**src/pkg/srm_map.vh**
```
/*
 * srm_map.vh: constants of the signal routing matrix: widths, source
 * index layout, reset values and timing counts.
 * Assumes a 100 MHz system clock and is included by its bare name.
 */
`ifndef SRM_MAP_VH
`define SRM_MAP_VH

// ****************
// widths
// ****************
`define SRM_N_VIN 4
`define SRM_N_VOUT 6
`define SRM_N_STAGE 8
`define SRM_N_ARC 2
`define SRM_N_DIN 8
`define SRM_N_LOGIC 4
`define SRM_N_RELAY 4
`define SRM_N_IND 2

// ****************
// source vector layout
// ****************
`define SRM_SRC_STAGE_POS 0
`define SRM_SRC_DIN_POS 8
`define SRM_SRC_LOGIC_POS 16
`define SRM_SRC_VIN_POS 20
`define SRM_SRC_VOUT_POS 24
`define SRM_N_SRC 30

// ****************
// destination vector layout
// ****************
`define SRM_DST_RELAY_POS 0
`define SRM_DST_IND_POS 4
`define SRM_DST_REC_POS 6
`define SRM_DST_VOUT_POS 7
`define SRM_N_DST 13
`define SRM_N_LATCHABLE 6

// ****************
// reset values
// ****************
`define SRM_VIN_RST 4'h0
`define SRM_VOUT_RST 6'h00

// ****************
// timing
// ****************
`define SRM_CLK_MHZ 100
`define SRM_VIN_DELAY_US 5000
`define SRM_VIN_DELAY_CYC (`SRM_VIN_DELAY_US * `SRM_CLK_MHZ)

`endif

```
**src/verilog/srm_top.v**
```verilog
/*
 * srm_top.v: signal routing matrix of a protection relay: soft input
 * and output bits, output routing matrix with latches, blocking matrix.
 * Source vector, low to high: stage levels, synchronised digital inputs,
 * logic outputs, settled soft inputs, registered soft outputs.
 * Destination vector, low to high: relays, indicators, recorder trigger,
 * soft outputs; only relays and indicators can latch.
 * Arc trips bypass both matrices and are only registered.
 * Assumes all sources come from logic on CLK except DIN, which are pins
 * and are synchronised here; release commands are on CLK.
 */
`timescale 1ns/1ps
`include "srm_map.vh"

module srm_top #(
	parameter VIN_DELAY = `SRM_VIN_DELAY_CYC
) (
	input wire CLK,
	input wire RST_N,
	input wire [`SRM_N_VIN-1:0] VIN_WDATA,
	input wire VIN_WE,
	input wire [`SRM_N_VOUT-1:0] VOUT_WDATA,
	input wire VOUT_WE,
	input wire FORCE_EN,
	input wire [`SRM_N_STAGE-1:0] STAGE_ACT,
	input wire [`SRM_N_ARC-1:0] ARC_TRIP,
	input wire [`SRM_N_DIN-1:0] DIN,
	input wire [`SRM_N_LOGIC-1:0] LOGIC_OUT,
	input wire [`SRM_N_SRC*`SRM_N_DST-1:0] ROUTE_SEL,
	input wire [`SRM_N_LATCHABLE-1:0] LATCH_CFG,
	input wire [`SRM_N_SRC*`SRM_N_STAGE-1:0] BLOCK_SEL,
	input wire [`SRM_N_DIN-1:0] REL_DIN_SEL,
	input wire REL_PANEL,
	input wire REL_COMM,
	input wire VIN_EVT_EN,
	input wire VOUT_EVT_EN,
	output reg [`SRM_N_VIN-1:0] SOFT_INPUT_BITS,
	output reg [`SRM_N_VOUT-1:0] SOFT_OUTPUT_BITS,
	output reg [`SRM_N_RELAY-1:0] RELAY_OUT,
	output reg [`SRM_N_IND-1:0] IND_OUT,
	output reg FAULT_RECORDER_TRIGGER,
	output reg [`SRM_N_STAGE-1:0] STAGE_BLOCK,
	output reg [`SRM_N_ARC-1:0] ARC_TRIP_OUT,
	output reg VIN_EVENT,
	output reg VOUT_EVENT
);

// ****************
// soft bit state
// ****************
reg [`SRM_N_VIN-1:0] vin_set;
wire [`SRM_N_VIN-1:0] vin_eff;
reg [`SRM_N_VOUT-1:0] vout_force;
wire [`SRM_N_VOUT-1:0] next_vout;
wire vin_chg;
wire vout_chg;

// ****************
// digital input synchroniser state
// ****************
reg [`SRM_N_DIN-1:0] din_s1;
reg [`SRM_N_DIN-1:0] din_s2;
reg [`SRM_N_DIN-1:0] din_s3;
reg [`SRM_N_DIN-1:0] din_q;

// ****************
// matrix and latch state
// ****************
wire [`SRM_N_SRC-1:0] src;
wire [`SRM_N_DST-1:0] dst;
wire [`SRM_N_STAGE-1:0] blk;
wire [`SRM_N_LATCHABLE-1:0] lat_raw;
reg [`SRM_N_LATCHABLE-1:0] lat_hold;
wire [`SRM_N_LATCHABLE-1:0] lat_keep;
wire [`SRM_N_LATCHABLE-1:0] lat_out;
wire release_all;

// ****************
// soft input bits
// ****************
always @(posedge CLK or negedge RST_N) begin
	if (!RST_N) begin
		vin_set <= `SRM_VIN_RST;
	end else if (VIN_WE) begin
		vin_set <= VIN_WDATA;
	end
end

// settling delay, whole word on one counter
srm_settle #(
	.W(`SRM_N_VIN),
	.DELAY(VIN_DELAY)
) u_settle (
	.clk(CLK),
	.rst_n(RST_N),
	.din(vin_set),
	.dout(vin_eff)
);

// ****************
// digital input synchroniser
// ****************
always @(posedge CLK or negedge RST_N) begin
	if (!RST_N) begin
		din_s1 <= {`SRM_N_DIN{1'b0}};
		din_s2 <= {`SRM_N_DIN{1'b0}};
		din_s3 <= {`SRM_N_DIN{1'b0}};
		din_q <= {`SRM_N_DIN{1'b0}};
	end else begin
		din_s1 <= DIN;
		din_s2 <= din_s1;
		din_s3 <= din_s2;
		din_q <= (din_s2 & din_s3) | (din_q & (din_s2 | din_s3));
	end
end

// ****************
// source vector
// ****************
assign src = {SOFT_OUTPUT_BITS, vin_eff, LOGIC_OUT, din_q,
	STAGE_ACT};

// ****************
// routing matrix
// ****************
genvar d;
generate
	for (d = 0; d < `SRM_N_DST; d = d + 1) begin : g_dst
		assign dst[d] =
			|(src & ROUTE_SEL[d*`SRM_N_SRC +: `SRM_N_SRC]);
	end
endgenerate

// ****************
// blocking matrix, arc stages have no column here
// ****************
generate
	for (d = 0; d < `SRM_N_STAGE; d = d + 1) begin : g_blk
		assign blk[d] =
			|(src & BLOCK_SEL[d*`SRM_N_SRC +: `SRM_N_SRC]);
	end
endgenerate

// ****************
// latches
// ****************
assign release_all = REL_PANEL | REL_COMM | |(din_q & REL_DIN_SEL);

// ****************
// latch state
// ****************
assign lat_raw = dst[`SRM_DST_RELAY_POS +: `SRM_N_LATCHABLE];

always @(posedge CLK or negedge RST_N) begin
	if (!RST_N) begin
		lat_hold <= {`SRM_N_LATCHABLE{1'b0}};
	end else if (release_all) begin
		lat_hold <= {`SRM_N_LATCHABLE{1'b0}};
	end else begin
		lat_hold <= lat_hold | (lat_raw & LATCH_CFG);
	end
end

// release masks the held part in the same cycle it is seen
assign lat_keep = lat_hold & LATCH_CFG &
	~{`SRM_N_LATCHABLE{release_all}};

// hold ORed with live source so latched outputs go on without delay
assign lat_out = lat_raw | lat_keep;

// ****************
// soft output bits
// ****************
always @(posedge CLK or negedge RST_N) begin
	if (!RST_N) begin
		vout_force <= `SRM_VOUT_RST;
	end else if (!FORCE_EN) begin
		vout_force <= `SRM_VOUT_RST;
	end else if (VOUT_WE) begin
		vout_force <= VOUT_WDATA;
	end
end

// forced value is dropped whenever forcing is off
assign next_vout = FORCE_EN ? vout_force :
	dst[`SRM_DST_VOUT_POS +: `SRM_N_VOUT];

// ****************
// change detect for events
// ****************
assign vin_chg = vin_eff != SOFT_INPUT_BITS;
assign vout_chg = next_vout != SOFT_OUTPUT_BITS;

// ****************
// soft input bit outputs
// ****************
always @(posedge CLK or negedge RST_N) begin
	if (!RST_N) begin
		SOFT_INPUT_BITS <= `SRM_VIN_RST;
	end else begin
		SOFT_INPUT_BITS <= vin_eff;
	end
end

// ****************
// soft output bit outputs
// ****************
always @(posedge CLK or negedge RST_N) begin
	if (!RST_N) begin
		SOFT_OUTPUT_BITS <= `SRM_VOUT_RST;
	end else begin
		SOFT_OUTPUT_BITS <= next_vout;
	end
end

// ****************
// relay outputs
// ****************
always @(posedge CLK or negedge RST_N) begin
	if (!RST_N) begin
		RELAY_OUT <= {`SRM_N_RELAY{1'b0}};
	end else begin
		RELAY_OUT <= lat_out[`SRM_DST_RELAY_POS +: `SRM_N_RELAY];
	end
end

// ****************
// indicator outputs
// ****************
always @(posedge CLK or negedge RST_N) begin
	if (!RST_N) begin
		IND_OUT <= {`SRM_N_IND{1'b0}};
	end else begin
		IND_OUT <= lat_out[`SRM_DST_IND_POS +: `SRM_N_IND];
	end
end

// ****************
// recorder trigger, never latched
// ****************
always @(posedge CLK or negedge RST_N) begin
	if (!RST_N) begin
		FAULT_RECORDER_TRIGGER <= 1'b0;
	end else begin
		FAULT_RECORDER_TRIGGER <= dst[`SRM_DST_REC_POS];
	end
end

// ****************
// stage inhibits
// ****************
always @(posedge CLK or negedge RST_N) begin
	if (!RST_N) begin
		STAGE_BLOCK <= {`SRM_N_STAGE{1'b0}};
	end else begin
		STAGE_BLOCK <= blk;
	end
end

// ****************
// arc trips, outside both matrices
// ****************
always @(posedge CLK or negedge RST_N) begin
	if (!RST_N) begin
		ARC_TRIP_OUT <= {`SRM_N_ARC{1'b0}};
	end else begin
		ARC_TRIP_OUT <= ARC_TRIP;
	end
end

// ****************
// soft input event pulse
// ****************
always @(posedge CLK or negedge RST_N) begin
	if (!RST_N) begin
		VIN_EVENT <= 1'b0;
	end else begin
		VIN_EVENT <= VIN_EVT_EN & vin_chg;
	end
end

// ****************
// soft output event pulse
// ****************
always @(posedge CLK or negedge RST_N) begin
	if (!RST_N) begin
		VOUT_EVENT <= 1'b0;
	end else begin
		VOUT_EVENT <= VOUT_EVT_EN & vout_chg;
	end
end

endmodule

```
**src/verilog/srm_settle.v**
```verilog
/*
 * srm_settle.v: word-wide settling delay for the soft input bits; the
 * output follows its input once the whole input has held steady the full delay.
 * Assumes input and output on the same system clock.
 */
`timescale 1ns/1ps

module srm_settle #(
	parameter W = 4,
	parameter DELAY = 500000
) (
	input wire clk,
	input wire rst_n,
	input wire [W-1:0] din,
	output reg [W-1:0] dout
);

reg [W-1:0] hold;
reg [19:0] cnt;

// ****************
// restart on any change, take value at end of delay
// ****************
always @(posedge clk or negedge rst_n) begin
	if (!rst_n) begin
		hold <= {W{1'b0}};
		dout <= {W{1'b0}};
		cnt <= 20'h00000;
	end else if (din != hold) begin
		hold <= din;
		cnt <= 20'h00000;
	end else if (hold != dout) begin
		if (cnt >= DELAY[19:0] - 20'h00001) begin
			dout <= hold;
			cnt <= 20'h00000;
		end else begin
			cnt <= cnt + 20'h00001;
		end
	end
end

endmodule

```
**config.mk**
```make
export PLATFORM = sky130hd
export DESIGN_NAME = srm_top
export DESIGN_NICKNAME = d
export VERILOG_FILES = /design/src/verilog/srm_top.v /design/src/verilog/srm_settle.v
export VERILOG_INCLUDE_DIRS = /design/src /design/src/pkg
export SDC_FILE = /design/constraint.sdc
export NUM_CORES = 1
export LEC_CHECK = 0
export BUFFER_PORTS_ARGS = -buffer_cell sky130_fd_sc_hd__buf_2
export CAP_MARGIN = 20
export CORE_AREA = 3 3 280 282
export DETAILED_ROUTE_END_ITERATION = 7
export DIE_AREA = 0 0 283 285
export GPL_ROUTABILITY_DRIVEN = 0
export GPL_TIMING_DRIVEN = 0
export PLACE_DENSITY_LB_ADDON = 0.2
export SYNTH_ARGS = -nofsm -noshare
export SYNTH_HDL_FRONTEND = slang
export SYNTH_SLANG_ARGS = --single-unit
```
**constraint.sdc**
```tcl
create_clock -name CLK -period 4.9 [get_ports CLK]
set_clock_uncertainty 0.05 [all_clocks]
set_input_delay 0.49 -clock CLK [delete_from_list [all_inputs] [get_ports CLK]]
set_output_delay 0.49 -clock CLK [all_outputs]
set_load 0.02 [all_outputs]
```
# Yosys cells after proc, flatten, opt, wreduce, memory -nomap -nowiden
# Cells that the tools add are included.
# totals
ff_bits	105
input_bits	685
out_inout_bits	29
word_cells	94
# op_classes
addsub	1
order_cmp	1
eq_ne	5
n_mux	7
n_bitwise	37
reduce_logical	24
# ops
op	count
30-bit AND	21
30-bit OR reduction	21
20-bit 2-to-1 mux	3
8-bit AND	3
6-bit 2-to-1 mux	4
20-bit by 1-bit adder with 20-bit output, second input constant	1
20-bit by 19-bit >= comparator with 1-bit output, second input constant	1
6-bit AND	3
8-bit bitwise OR	2
4-bit inequality test	3
6-bit bitwise OR	2
8-bit OR reduction	1
6-bit inequality test	1
6-bit NOT	1
3-bit AND reduction	1
1-bit AND	2
2-bit inequality test, second input constant	1
1-bit bitwise OR	2
2-bit nonzero test	1
1-bit NOT	1

# Longest topological paths before layout
# Gate-level depths: netlist of the first run.
# depth
depth_word	6
ltp_mapped	9
mapped_depth_nobuf	8

# By module
# A second synthesis of the first run with hierarchy kept.
# hier_totals
cells_unflattened	794
hier_area_um2	7388.3
# by_module_without_submodules
mod	n_inst	cells_per_inst	area_each_um2	seq_area_each_um2
srm_top	1	616	5761.8	1926.8
srm_settle	1	178	1626.6	700.7

# Worst setup path after synthesis of the first run
# No wires, ideal clock.
# synth_timing
path_kind	input-to-reg
start	input LOGIC_OUT[3]
end	register VOUT_EVENT
setup_time_ns	0.124
arrival_ns	1.863
t_required_ns	4.726
setup_slack_ns	2.863
stages	7
n_path_buf	1
path_cell_list	buf_2 a222oi_1 nand4_1 o32a_1 xnor2_1 nand4_1 o31a_1
# synth_via
elab_chain_len	5
elab_cells_between_ends	15
cone_classes	eq/ne: 1; mux: 1; bitwise: 7; reduce/logical: 6
# synth_lines
item	line	source
from (decl)	srm_top.v:28	input wire [`SRM_N_LOGIC-1:0] LOGIC_OUT,
30-bit AND	srm_top.v:130	|(src & ROUTE_SEL[d*`SRM_N_SRC +: `SRM_N_SRC]);
30-bit OR reduction	srm_top.v:130	
6-bit 2-to-1 mux	srm_top.v:185	assign next_vout = FORCE_EN ? vout_force :
via next_vout[1]	srm_top.v:54	wire [`SRM_N_VOUT-1:0] next_vout;
6-bit inequality test	srm_top.v:192	assign vout_chg = next_vout != SOFT_OUTPUT_BITS;
1-bit AND	srm_top.v:289	VOUT_EVENT <= VOUT_EVT_EN & vout_chg;
to (signal assigned)	srm_top.v:289	
to (decl)	srm_top.v:45	output reg VOUT_EVENT
# The timed path passes the listed nets, and every way through them passes these cells.
# A chain may end at the register's enable or synchronous reset.

# Worst setup path in the final report of the first run
# layout_timing
start	register din_q[7]
end	register RELAY_OUT[3]
# layout_via
elab_chain_len	6
elab_cells_between_ends	8
cone_classes	bitwise: 6; reduce/logical: 2
# layout_lines
item	line	source
from (decl)	srm_top.v:64	reg [`SRM_N_DIN-1:0] din_q;
from (signal assigned)	srm_top.v:108	din_q <= {`SRM_N_DIN{1'b0}};
from (signal assigned)	srm_top.v:113	din_q <= (din_s2 & din_s3) | (din_q & (din_s2 | din_s3));
8-bit AND	srm_top.v:147	assign release_all = REL_PANEL | REL_COMM | |(din_q & REL_DIN_SEL);
8-bit OR reduction	srm_top.v:147	
1-bit bitwise OR	srm_top.v:147	
6-bit NOT	srm_top.v:166	~{`SRM_N_LATCHABLE{release_all}};
6-bit AND	srm_top.v:165	assign lat_keep = lat_hold & LATCH_CFG &
6-bit bitwise OR *	srm_top.v:169	assign lat_out = lat_raw | lat_keep;
via lat_out[3]	srm_top.v:75	wire [`SRM_N_LATCHABLE-1:0] lat_out;
to (signal assigned)	srm_top.v:221	RELAY_OUT <= {`SRM_N_RELAY{1'b0}};
to (signal assigned)	srm_top.v:223	RELAY_OUT <= lat_out[`SRM_DST_RELAY_POS +: `SRM_N_RELAY];
to (decl)	srm_top.v:39	output reg [`SRM_N_RELAY-1:0] RELAY_OUT,
# The timed path passes the listed nets; every way through them passes the cells marked *.

==> out/results.ini, run 1 <==
[global_routing]
grt_pass1_vias=11500
grt_max_degree=78
grt-ovfl-total=0
antenna_found_initial=52
grtUsageTotal=0.204
grt_pass1_wl_um=110000

[timing]
worstMarginPinSlew_ps=1220
final-setup-viol-count=0
setup_slack_ps=1320
clock.fmax_ghz=0.279
fin_setup_tns_ps=0
hold_viol=0
fin_crit_sh=0.730
rsz0062_at_grt=no
finalCriticalPeriod_ps=3580
max_slew_margin=0.187
slew_viol_final=0

[synthesis]
synth_adder_area_share=0.0126
synth_edf_count=0
synth_cell_type_count=48
syn_inst=803
yosys.area_share.simple=0.159
yosysWarnings=0
seq_area_frac_synth=0.356
synth_top_family_by_area=compound AO/OA/AOI/OAI gates
synthesis.nets=1489
synth-xor-area-share=0.0214
syn_area_per_cell_sq_um=9.18
synth_compound_area_frac=0.381
synth-async-reset-ratio=1.00
synth_seq_cells=105
synthMuxAreaShare=0.0224
netlist_area_sq_um=7370
synth_ff_type=dfrtp_1

[power_and_ir_drop]
power_density_nw_per_um2=216
finalPower_w=0.00281
ir_worst_vdd_v=0.000140
leakage_nw=6.02

[worst_setup_path]
endpoint=RELAY_OUT[3]
critPathKind=reg2reg
cp_cell_sequence=clkbuf_1 -> buf_2 -> a222oi_1 -> and3_1 -> clkbuf_1 -> a31o_2
start_kind=flip-flop
crit_start=din_q[7]
critPathRequiredTime_ps=5160
rr_startpoint=din_q[7]
cp_max_fo=10
r2r_cells=6
max_stage_delay_ps=920
rr_endpoint=RELAY_OUT[3]
r2r_slack_ps=1320
cp_slowest_cell=dfrtp_1
cp.arrival_ps=3840
crit_path_end_kind=flip-flop
cpMostUsedCell=clkbuf_1

[cts]
clock-root-buffer=clkbuf_16
clk_path_buf_depth=2
cts_tree=done
clk_pin_slew_ps=110
clock-sinks=105
clk_latency_ps=410
cts_max_level=3
cts_buffers=9
cts.repair.resized=0

[routing]
drt_wl_total_um=86700
viasPerCell=4.44
antenna_left=0
drc=0
wl_per_cell_um=33.3
first_iter_violations=1031
first_pass_iters=6
num_vias=11600

[place]
dp_hpwl_um=72600
port_buffers=712
dpl_worst_slack_ps=1340

[die]
dieWidth_um=283
boundaryPins=714
initial_core_util=0.0971
die_h_um=285
core_sq_um=75900
dieArea_sq_um=80700
rows=101

[finish]
final_nets=2236
drive_gt1_frac=0.513
fillers=8757
final_common_cell=buf_2
mostFrequentLayoutCells=734 x buf_2, 229 x a22oi_1, 105 x dfrtp_1
area_growth_syn_to_layout_pct=76.6

[run]
drv_cap=0

[status]
outcome=complete, no violations

[hold_path]
hp-class=in2reg
hp-start=DIN[1]

==> per-layer routing <==
layer / up-vias / GRT usage / wire [um] / part of all wire
li1: 4876 / - / - / -
met1: 5693 / 0.251 / 34800 / 0.40
met2: 821 / 0.328 / 39700 / 0.46
met3: 159 / 0.0635 / 8370 / 0.097
met4: 10 / 0.0841 / 3750 / 0.043
met5: - / 0 / 58 / 0.00067
==> final cells by class <==
cell class	count	area, sq um	share of cell area
clock inverters	7	91.3	0.00702
plain buffers	77	334	0.0257
diodes	20	50.0	0.00385
multi-input cells	616	4400	0.338
well taps	1030	1290	0.0990
flip-flops and latches	105	2630	0.202
repair buffers	736	3990	0.306
inverters	5	18.8	0.00144
clock buffers	9	225	0.0173
==> through the flow <==
stage / area (sq um) / std cells / util / hold WS [ps]
6_report: 13000 / 2605 / 0.171 / 141
5_1_grt: 13000 / 2592 / 0.171 / 111
4_1_cts: 13000 / 2584 / 0.171 / 99.8
3_5_place_dp: 12600 / 2567 / 0.166 / 286
3_3_place_gp: 12200 / 2545 / 0.161 / 285
2_1_floorplan: 7370 / 803 / - / 144
==> Yosys cell counts (all sizes together), types with 2 or more instances <==
cell | n | area share
nand4 | 50 | 0.042
a221oi | 38 | 0.049
dfrtp | 105 | 0.36
a31o | 6 | 0.0071
o32a | 6 | 0.0081
a22o | 38 | 0.045
clkbuf | 38 | 0.019
mux2 | 8 | 0.014
buf | 39 | 0.025
nor3b | 2 | 0.0020
or2 | 3 | 0.0025
o21ai | 17 | 0.012
nor2 | 19 | 0.0097
nand3 | 42 | 0.029
a222oi | 7 | 0.0095
maj3 | 8 | 0.011
nand2 | 40 | 0.020
a21oi | 13 | 0.0088
nor4 | 5 | 0.0080
and3b | 2 | 0.0024
inv | 5 | 0.0025
or4 | 16 | 0.016
a22oi | 229 | 0.23
a21boi | 3 | 0.0031
nor3 | 16 | 0.011
xor2 | 14 | 0.017
xnor2 | 4 | 0.0048
and3 | 14 | 0.012
mux2i | 6 | 0.0081
==> where the power goes <==
group | switching [W] | internal, W
Combinational | 0.000579 | 0.000407
Sequential | 0.0000677 | 0.000898
Clock | 0.000487 | 0.000372
==> repair_timing <==
action,in CTS,in global routing
hold buffers,1,0
hold endpoints to repair,28,0
setup buffers,0,0
==> cells by family (layout without fill, tap and decap cells) <==
| family | Yosys count | in the layout |
|---|---|---|
| AOI/OAI and AO/OA | 362 | 362 |
| and+or+nand+nor | 213 | 213 |
| DFF | 105 | 105 |
| buffers and inverters | 82 | 834 |
| xor gates and xnor gates | 18 | 18 |
| muxes | 14 | 14 |
| adders and majority gates | 9 | 9 |
| other | 0 | 20 |
==> critical path, delay by kind of cell (launching register included) <==
family / cells / cell delay (ps)
buf+inv: 3 / 1800
flops: 1 / 920
compound gates: 2 / 470
simple gates: 1 / 210
==> worst min-delay path by stage <==
stage | end | slack (ps) | cells after the start
2_1_floorplan | ARC_TRIP_OUT[0] | 140 | 0
3_3_place_gp | din_s2[0] | 280 | 0
3_5_place_dp | din_s2[4] | 290 | 0
4_1_cts | ARC_TRIP_OUT[1] | 100 | 1
5_1_grt | ARC_TRIP_OUT[1] | 110 | 1
6_report | din_s1[1] | 140 | 1
==> registers in the layout, summed over array words and instances, names as in the netlist, 6 cells and up <==
name              cells
u_settle.cnt         20
STAGE_BLOCK           8
lat_hold              6
din_s2                8
din_s1                8
din_s3                8
vout_force            6
din_q                 8
SOFT_OUTPUT_BITS      6
Note: power is estimated with default switching activity, not from simulation.
==> run 2: changes to the inputs <==
Settings changed: CORE_AREA 3 3 280 282 to 3 3 275 277, DIE_AREA 0 0 283 285 to 0 0 278 280.
Clock period 4.9 ns to 3.5 ns, I/O delays scaled along.
==> out/results.ini, run 2 (same netlist as run 1, synthesis figures left out) <==
[worst_setup_path]
cp.arrival_ps=3550  ; was 3840 ps
start_kind=flip-flop  ; unchanged
cpMostUsedCell=clkbuf_1  ; unchanged
rr_endpoint=RELAY_OUT[3]  ; unchanged
endpoint=RELAY_OUT[3]  ; unchanged
crit_start=din_q[7]  ; unchanged
critPathRequiredTime_ps=3740  ; was 5160 ps
r2r_slack_ps=190  ; was 1320 ps
r2r_cells=6  ; unchanged
critPathKind=reg2reg  ; unchanged
cp_slowest_cell=clkbuf_1  ; was dfrtp_1
max_stage_delay_ps=820  ; was 920 ps
cp_cell_sequence=clkbuf_1 -> buf_2 -> a222oi_1 -> and3_1 -> clkbuf_1 -> a31o_2  ; unchanged
cp_max_fo=10  ; unchanged
crit_path_end_kind=flip-flop  ; unchanged
rr_startpoint=din_q[7]  ; unchanged

[run]
drv_cap=0  ; unchanged

[timing]
hold_viol=0  ; unchanged
setup_slack_ps=193  ; was 1320 ps
finalCriticalPeriod_ps=3310  ; was 3580 ps
fin_setup_tns_ps=0  ; unchanged
max_slew_margin=0.143  ; was 0.187
clock.fmax_ghz=0.302  ; was 0.279 GHz
worstMarginPinSlew_ps=1290  ; was 1220 ps
fin_crit_sh=0.945  ; was 0.730
rsz0062_at_grt=no  ; unchanged
final-setup-viol-count=0  ; unchanged
slew_viol_final=0  ; unchanged

[die]
boundaryPins=714  ; unchanged
dieArea_sq_um=77800  ; was 80700 sq um
rows=99  ; was 101
dieWidth_um=278  ; was 283 um
core_sq_um=73100  ; was 75900 sq um
die_h_um=280  ; was 285 um
initial_core_util=0.101  ; was 0.0971

[global_routing]
grt_pass1_vias=11800  ; was 11500
grt-ovfl-total=0  ; unchanged
grt_pass1_wl_um=110000  ; about the same
grt_max_degree=81  ; was 78
grtUsageTotal=0.211  ; was 0.204
antenna_found_initial=54  ; was 52

[finish]
drive_gt1_frac=0.510  ; was 0.513
area_growth_syn_to_layout_pct=75.3  ; was 76.6%
final_common_cell=buf_2  ; unchanged
mostFrequentLayoutCells=734 x buf_2, 229 x a22oi_1, 105 x dfrtp_1  ; unchanged
largest_register_ffs=20  ; unchanged
final_nets=2241  ; was 2236
largest-register=u_settle.cnt  ; unchanged
final_cells=2539  ; was 2605

[routing]
wl_per_cell_um=34.2  ; was 33.3 um
antenna_left=0  ; unchanged
first_iter_violations=1225  ; was 1031
viasPerCell=4.61  ; was 4.44
drt_wl_total_um=86800  ; was 86700 um
first_pass_iters=6  ; unchanged
drc=0  ; unchanged
num_vias=11700  ; was 11600

[cts]
clk_latency_ps=400  ; was 410 ps
cts_tree=done  ; unchanged
clock-root-buffer=clkbuf_16  ; unchanged
cts_buffers=9  ; unchanged
clock-sinks=105  ; unchanged
clk_pin_slew_ps=90  ; was 110 ps
clk_path_buf_depth=2  ; unchanged
cts_max_level=3  ; unchanged
cts.repair.resized=0  ; unchanged

[status]
outcome=complete, no violations  ; unchanged

[place]
dpl_worst_slack_ps=190  ; was 1340 ps
port_buffers=712  ; unchanged
dp_hpwl_um=72500  ; was 72600 um
dp_cells=2491  ; was 2567

[power_and_ir_drop]
power_density_nw_per_um2=304  ; was 216 nW/um^2
ir_worst_vdd_v=0.000254  ; was 0.000140 V
leakage_nw=6.02  ; about the same

[hold_path]
hp-class=in2reg  ; unchanged

run 2: final cells by class:
cell class	count	area, sq um
diodes	20	50.0
plain buffers	77	338
clock buffers	9	225
clock inverters	7	97.6
fillers	8375	60200
inverters	5	18.8
multi-input cells	616	4400
flip-flops and latches	105	2630
well taps	959	1200
repair buffers	741	3970
run 2: per-layer routing:
layer / vias up / track usage / wire length [um]
li1: 4881 / - / -
met1: 5724 / 0.258 / 34300
met2: 888 / 0.339 / 39700
met3: 189 / 0.0716 / 8960
met4: 20 / 0.0881 / 3680
met5: - / 0 / 124
run 2: repair_timing:
item	in CTS	in global routing
hold endpoints to repair	35	0
hold buffers	11	0
buffers inserted	0	0
run 2: worst min path at each step:
stage / start / to / slack (ps) / cells after the start
2_1_floorplan: RST_N / ARC_TRIP_OUT[0] / 4 / 0
3_3_place_gp: din_s1[7] / din_s2[7] / 280 / 0
3_5_place_dp: RST_N / din_s1[3] / 210 / 1
4_1_cts: VOUT_EVT_EN / VOUT_EVENT / 90 / 2
5_1_grt: VOUT_EVT_EN / VOUT_EVENT / 110 / 2
6_report: VIN_EVT_EN / VIN_EVENT / 130 / 2
run 2: through the flow:
step | power [W] | area, sq um | util | hold slack, ps
6_report | 0.00393 | 12900 | 0.177 | 132
5_1_grt | 0.00412 | 12900 | 0.176 | 110
4_1_cts | 0.00401 | 12900 | 0.176 | 89.4
3_5_place_dp | 0.00272 | 12400 | 0.170 | 209
3_3_place_gp | 0.00267 | 12100 | 0.166 | 282
2_1_floorplan | 0.00176 | 7370 | - | 4.41
run 2: power breakdown:
group          total [W]  switching (W)  leakage [nW]  internal (W)
sequential       0.00134      0.0000845          1.27       0.00126
combinational    0.00137       0.000803          4.60      0.000570
clock            0.00122       0.000639         0.155      0.000579
run 2: critical path: cells and delay by family, from the launching register on:
kind,cells,cell delay [ps]
AOI/OAI and AO/OA,2,470
and+or+nand+nor,1,210
DFF,1,780
buffers and inverters,3,1660
==> run 3: changes to the inputs <==
Settings changed: CELL_PAD_IN_SITES_DETAIL_PLACEMENT set to 1, CELL_PAD_IN_SITES_GLOBAL_PLACEMENT set to 2, CORE_AREA 3 3 275 277 to 3 3 276 278, CTS_CLUSTER_SIZE set to 40, DIE_AREA 0 0 278 280 to 0 0 279 281.
==> out/results.ini, run 3 (same netlist as run 1, synthesis figures left out) <==
[status]
outcome=complete, no violations  ; unchanged

[worst_setup_path]
critPathKind=reg2reg  ; unchanged
critPathTopFamily=buffers and inverters  ; unchanged
crit_path_end_kind=flip-flop  ; unchanged
cp_cell_sequence=clkbuf_1 -> clkbuf_2 -> a22oi_1 -> nand4_1 -> or4_1  ; was clkbuf_1 -> buf_2 -> a222oi_1 -> and3_1 -> clkbuf_1 -> a31o_2
cp_slowest_cell=dfrtp_1  ; was clkbuf_1
start_kind=flip-flop  ; unchanged
r2r_cells=5  ; was 6
r2r_slack_ps=50  ; was 190 ps
cp.arrival_ps=3670  ; was 3550 ps
rr_startpoint=u_settle.dout[1]  ; was din_q[7]
rr_endpoint=FAULT_RECORDER_TRIGGER  ; was RELAY_OUT[3]
timing.critical_path.buf_inv=2  ; was 3
cp_max_fo=10  ; unchanged
critPathRequiredTime_ps=3720  ; was 3740 ps
max_stage_delay_ps=660  ; was 820 ps

[cts]
clk_latency_ps=380  ; was 400 ps
clk_path_buf_depth=2  ; unchanged
clock-sinks=105  ; unchanged
cts_max_level=3  ; unchanged
cts_setup_buffers=0  ; unchanged
cts_buffers=9  ; unchanged
clk_pin_slew_ps=100  ; was 90 ps
cts_tree=done  ; unchanged
clock-root-buffer=clkbuf_16  ; unchanged

[die]
dieWidth_um=279  ; was 278 um
boundaryPins=714  ; unchanged
rows=100  ; was 99
die_h_um=281  ; was 280 um
core_sq_um=74200  ; was 73100 sq um
initial_core_util=0.0994  ; was 0.101
dieArea_sq_um=78400  ; was 77800 sq um

[place]
dp_hpwl_um=77800  ; was 72500 um
port_buffers=712  ; unchanged
dp_cells=2508  ; was 2491
dpl_cell_area_sq_um=12600  ; was 12400 sq um

[finish]
final_common_cell=buf_2  ; unchanged
final_nets=2247  ; was 2241
drive_gt1_frac=0.511  ; was 0.510
stdcell_area_sq_um=13100  ; was 12900 sq um
area_growth_syn_to_layout_pct=77.1  ; was 75.3%
largest-register=u_settle.cnt  ; unchanged
mostFrequentLayoutCells=732 x buf_2, 229 x a22oi_1, 105 x dfrtp_1  ; was 734 x buf_2, 229 x a22oi_1, 105 x dfrtp_1
final_cells=2556  ; was 2539
largest_register_ffs=20  ; unchanged

[timing]
clock.fmax_ghz=0.290  ; was 0.302 GHz
final-setup-viol-count=0  ; unchanged
fin_crit_sh=0.986  ; was 0.945
timing.hold.ws_ps=149  ; was 132 ps
hold_viol=0  ; unchanged
worstMarginPinSlew_ps=1250  ; was 1290 ps
finalCriticalPeriod_ps=3450  ; was 3310 ps
max_slew_margin=0.168  ; was 0.143
slew_viol_final=0  ; unchanged

[routing]
drc=0  ; unchanged
drt_wl_total_um=93300  ; was 86800 um
first_iter_violations=860  ; was 1225
viasPerCell=4.50  ; was 4.61
first_pass_iters=7  ; was 6
num_vias=11500  ; was 11700
wl_per_cell_um=36.5  ; was 34.2 um
antenna_left=0  ; unchanged

[power_and_ir_drop]
leakage_nw=6.08  ; was 6.02 nW
power_density_nw_per_um2=297  ; was 304 nW/um^2
ir_worst_vdd_v=0.000207  ; was 0.000254 V
sw_frac_of_total=0.392  ; was 0.388
pwr-share-seq=0.346  ; was 0.341
p_int_w=0.00236  ; was 0.00241 W
p_clk_frac=0.292  ; was 0.310
power.share.combinational=0.362  ; was 0.349
p_switching_w=0.00152  ; was 0.00153 W

[global_routing]
grt_pass1_wl_um=118000  ; was 110000 um
grt_max_degree=74  ; was 81
grtUsageTotal=0.227  ; was 0.211
grt_pass1_vias=12100  ; was 11800
antenna_found_initial=54  ; unchanged
grt-ovfl-total=0  ; unchanged

[hold_path]
min_delay_path_depth=2  ; unchanged
hp-class=in2reg  ; unchanged
hold_end=vin_set[1]  ; was VIN_EVENT
hp-start=VIN_WDATA[1]  ; was VIN_EVT_EN

[run]
drv_cap=0  ; unchanged

run 3: cell count changes in the layout (fill, tap and decap cells not counted), moves of 2 or more:
| cell | previous run | this run |
|---|---|---|
| inv_8 | 2 | 4 |
| buf_8 | 15 | 17 |
| buf_1 | 14 | 16 |
| buf_16 | 2 | 6 |
| buf_2 | 734 | 732 |
| clkinv_8 | 2 | 0 |
run 3: worst max-delay path by stage:
stage	startpoint	endpoint	slack (ps)	cells past startpoint
floorplan	SOFT_OUTPUT_BITS[3]	VOUT_EVENT	1480	7
global placement	u_settle.dout[1]	FAULT_RECORDER_TRIGGER	-660	5
detailed placement	din_q[2]	VOUT_EVENT	-70	7
CTS	din_q[6]	lat_hold[1]	20	7
global route	din_q[6]	lat_hold[1]	-10	7
finish	u_settle.dout[1]	FAULT_RECORDER_TRIGGER	50	5
run 3: repair_timing:
| item | CTS | global route |
|---|---|---|
| resized for setup | 1 | 0 |
| hold buffers | 11 | 0 |
| setup endpoints to repair | 1 | 0 |
| hold endpoints to repair | 42 | 0 |
run 3: per-stage QoR:
| step | utilization | setup WS, ps | power (W) | TNS (ps) |
|---|---|---|---|---|
| detailed placement | 0.170 | -68.6 | 0.00276 | -137 |
| finish | 0.176 | 50.4 | 0.00388 | 0 |
| global placement | 0.164 | -658 | 0.00268 | -4570 |
| floorplan | - | 1480 | 0.00176 | 0 |
| global route | 0.176 | -11.4 | 0.00408 | -11.4 |
| CTS | 0.175 | 21.3 | 0.00396 | 0 |
run 3: final cells by class:
type,instances,area (sq um)
diodes,21,52.6
plain buffers,77,337
clock buffers,9,225
clock inverters,7,67.6
fillers,8955,61100
inverters,5,18.8
multi-input cells,616,4400
flip-flops and latches,105,2630
well taps,969,1210
repair buffers,747,4110
run 3: routing by layer:
layer  global-route usage  up-vias  wire [um]
li1                     -     4897          -
met1                0.279     5795      38200
met2                0.380      655      44900
met3               0.0645      124       7520
met4               0.0773       24       2550
met5                    0        -        144
run 3: worst register-to-register path: stages (launching register included):
cell,delay (ps)
dfrtp_1,660
clkbuf_1,550
clkbuf_2,650
a22oi_1,660
nand4_1,300
or4_1,470
run 3: power groups by stage:
stage | registers (W) | logic (W) | clock network (W)
floorplan | 0.00132 | 0.000437 | 0
global placement | 0.00137 | 0.00132 | 0
detailed placement | 0.00137 | 0.00140 | 0
CTS | 0.00134 | 0.00141 | 0.00121
global route | 0.00135 | 0.00149 | 0.00124
finish | 0.00134 | 0.00141 | 0.00113
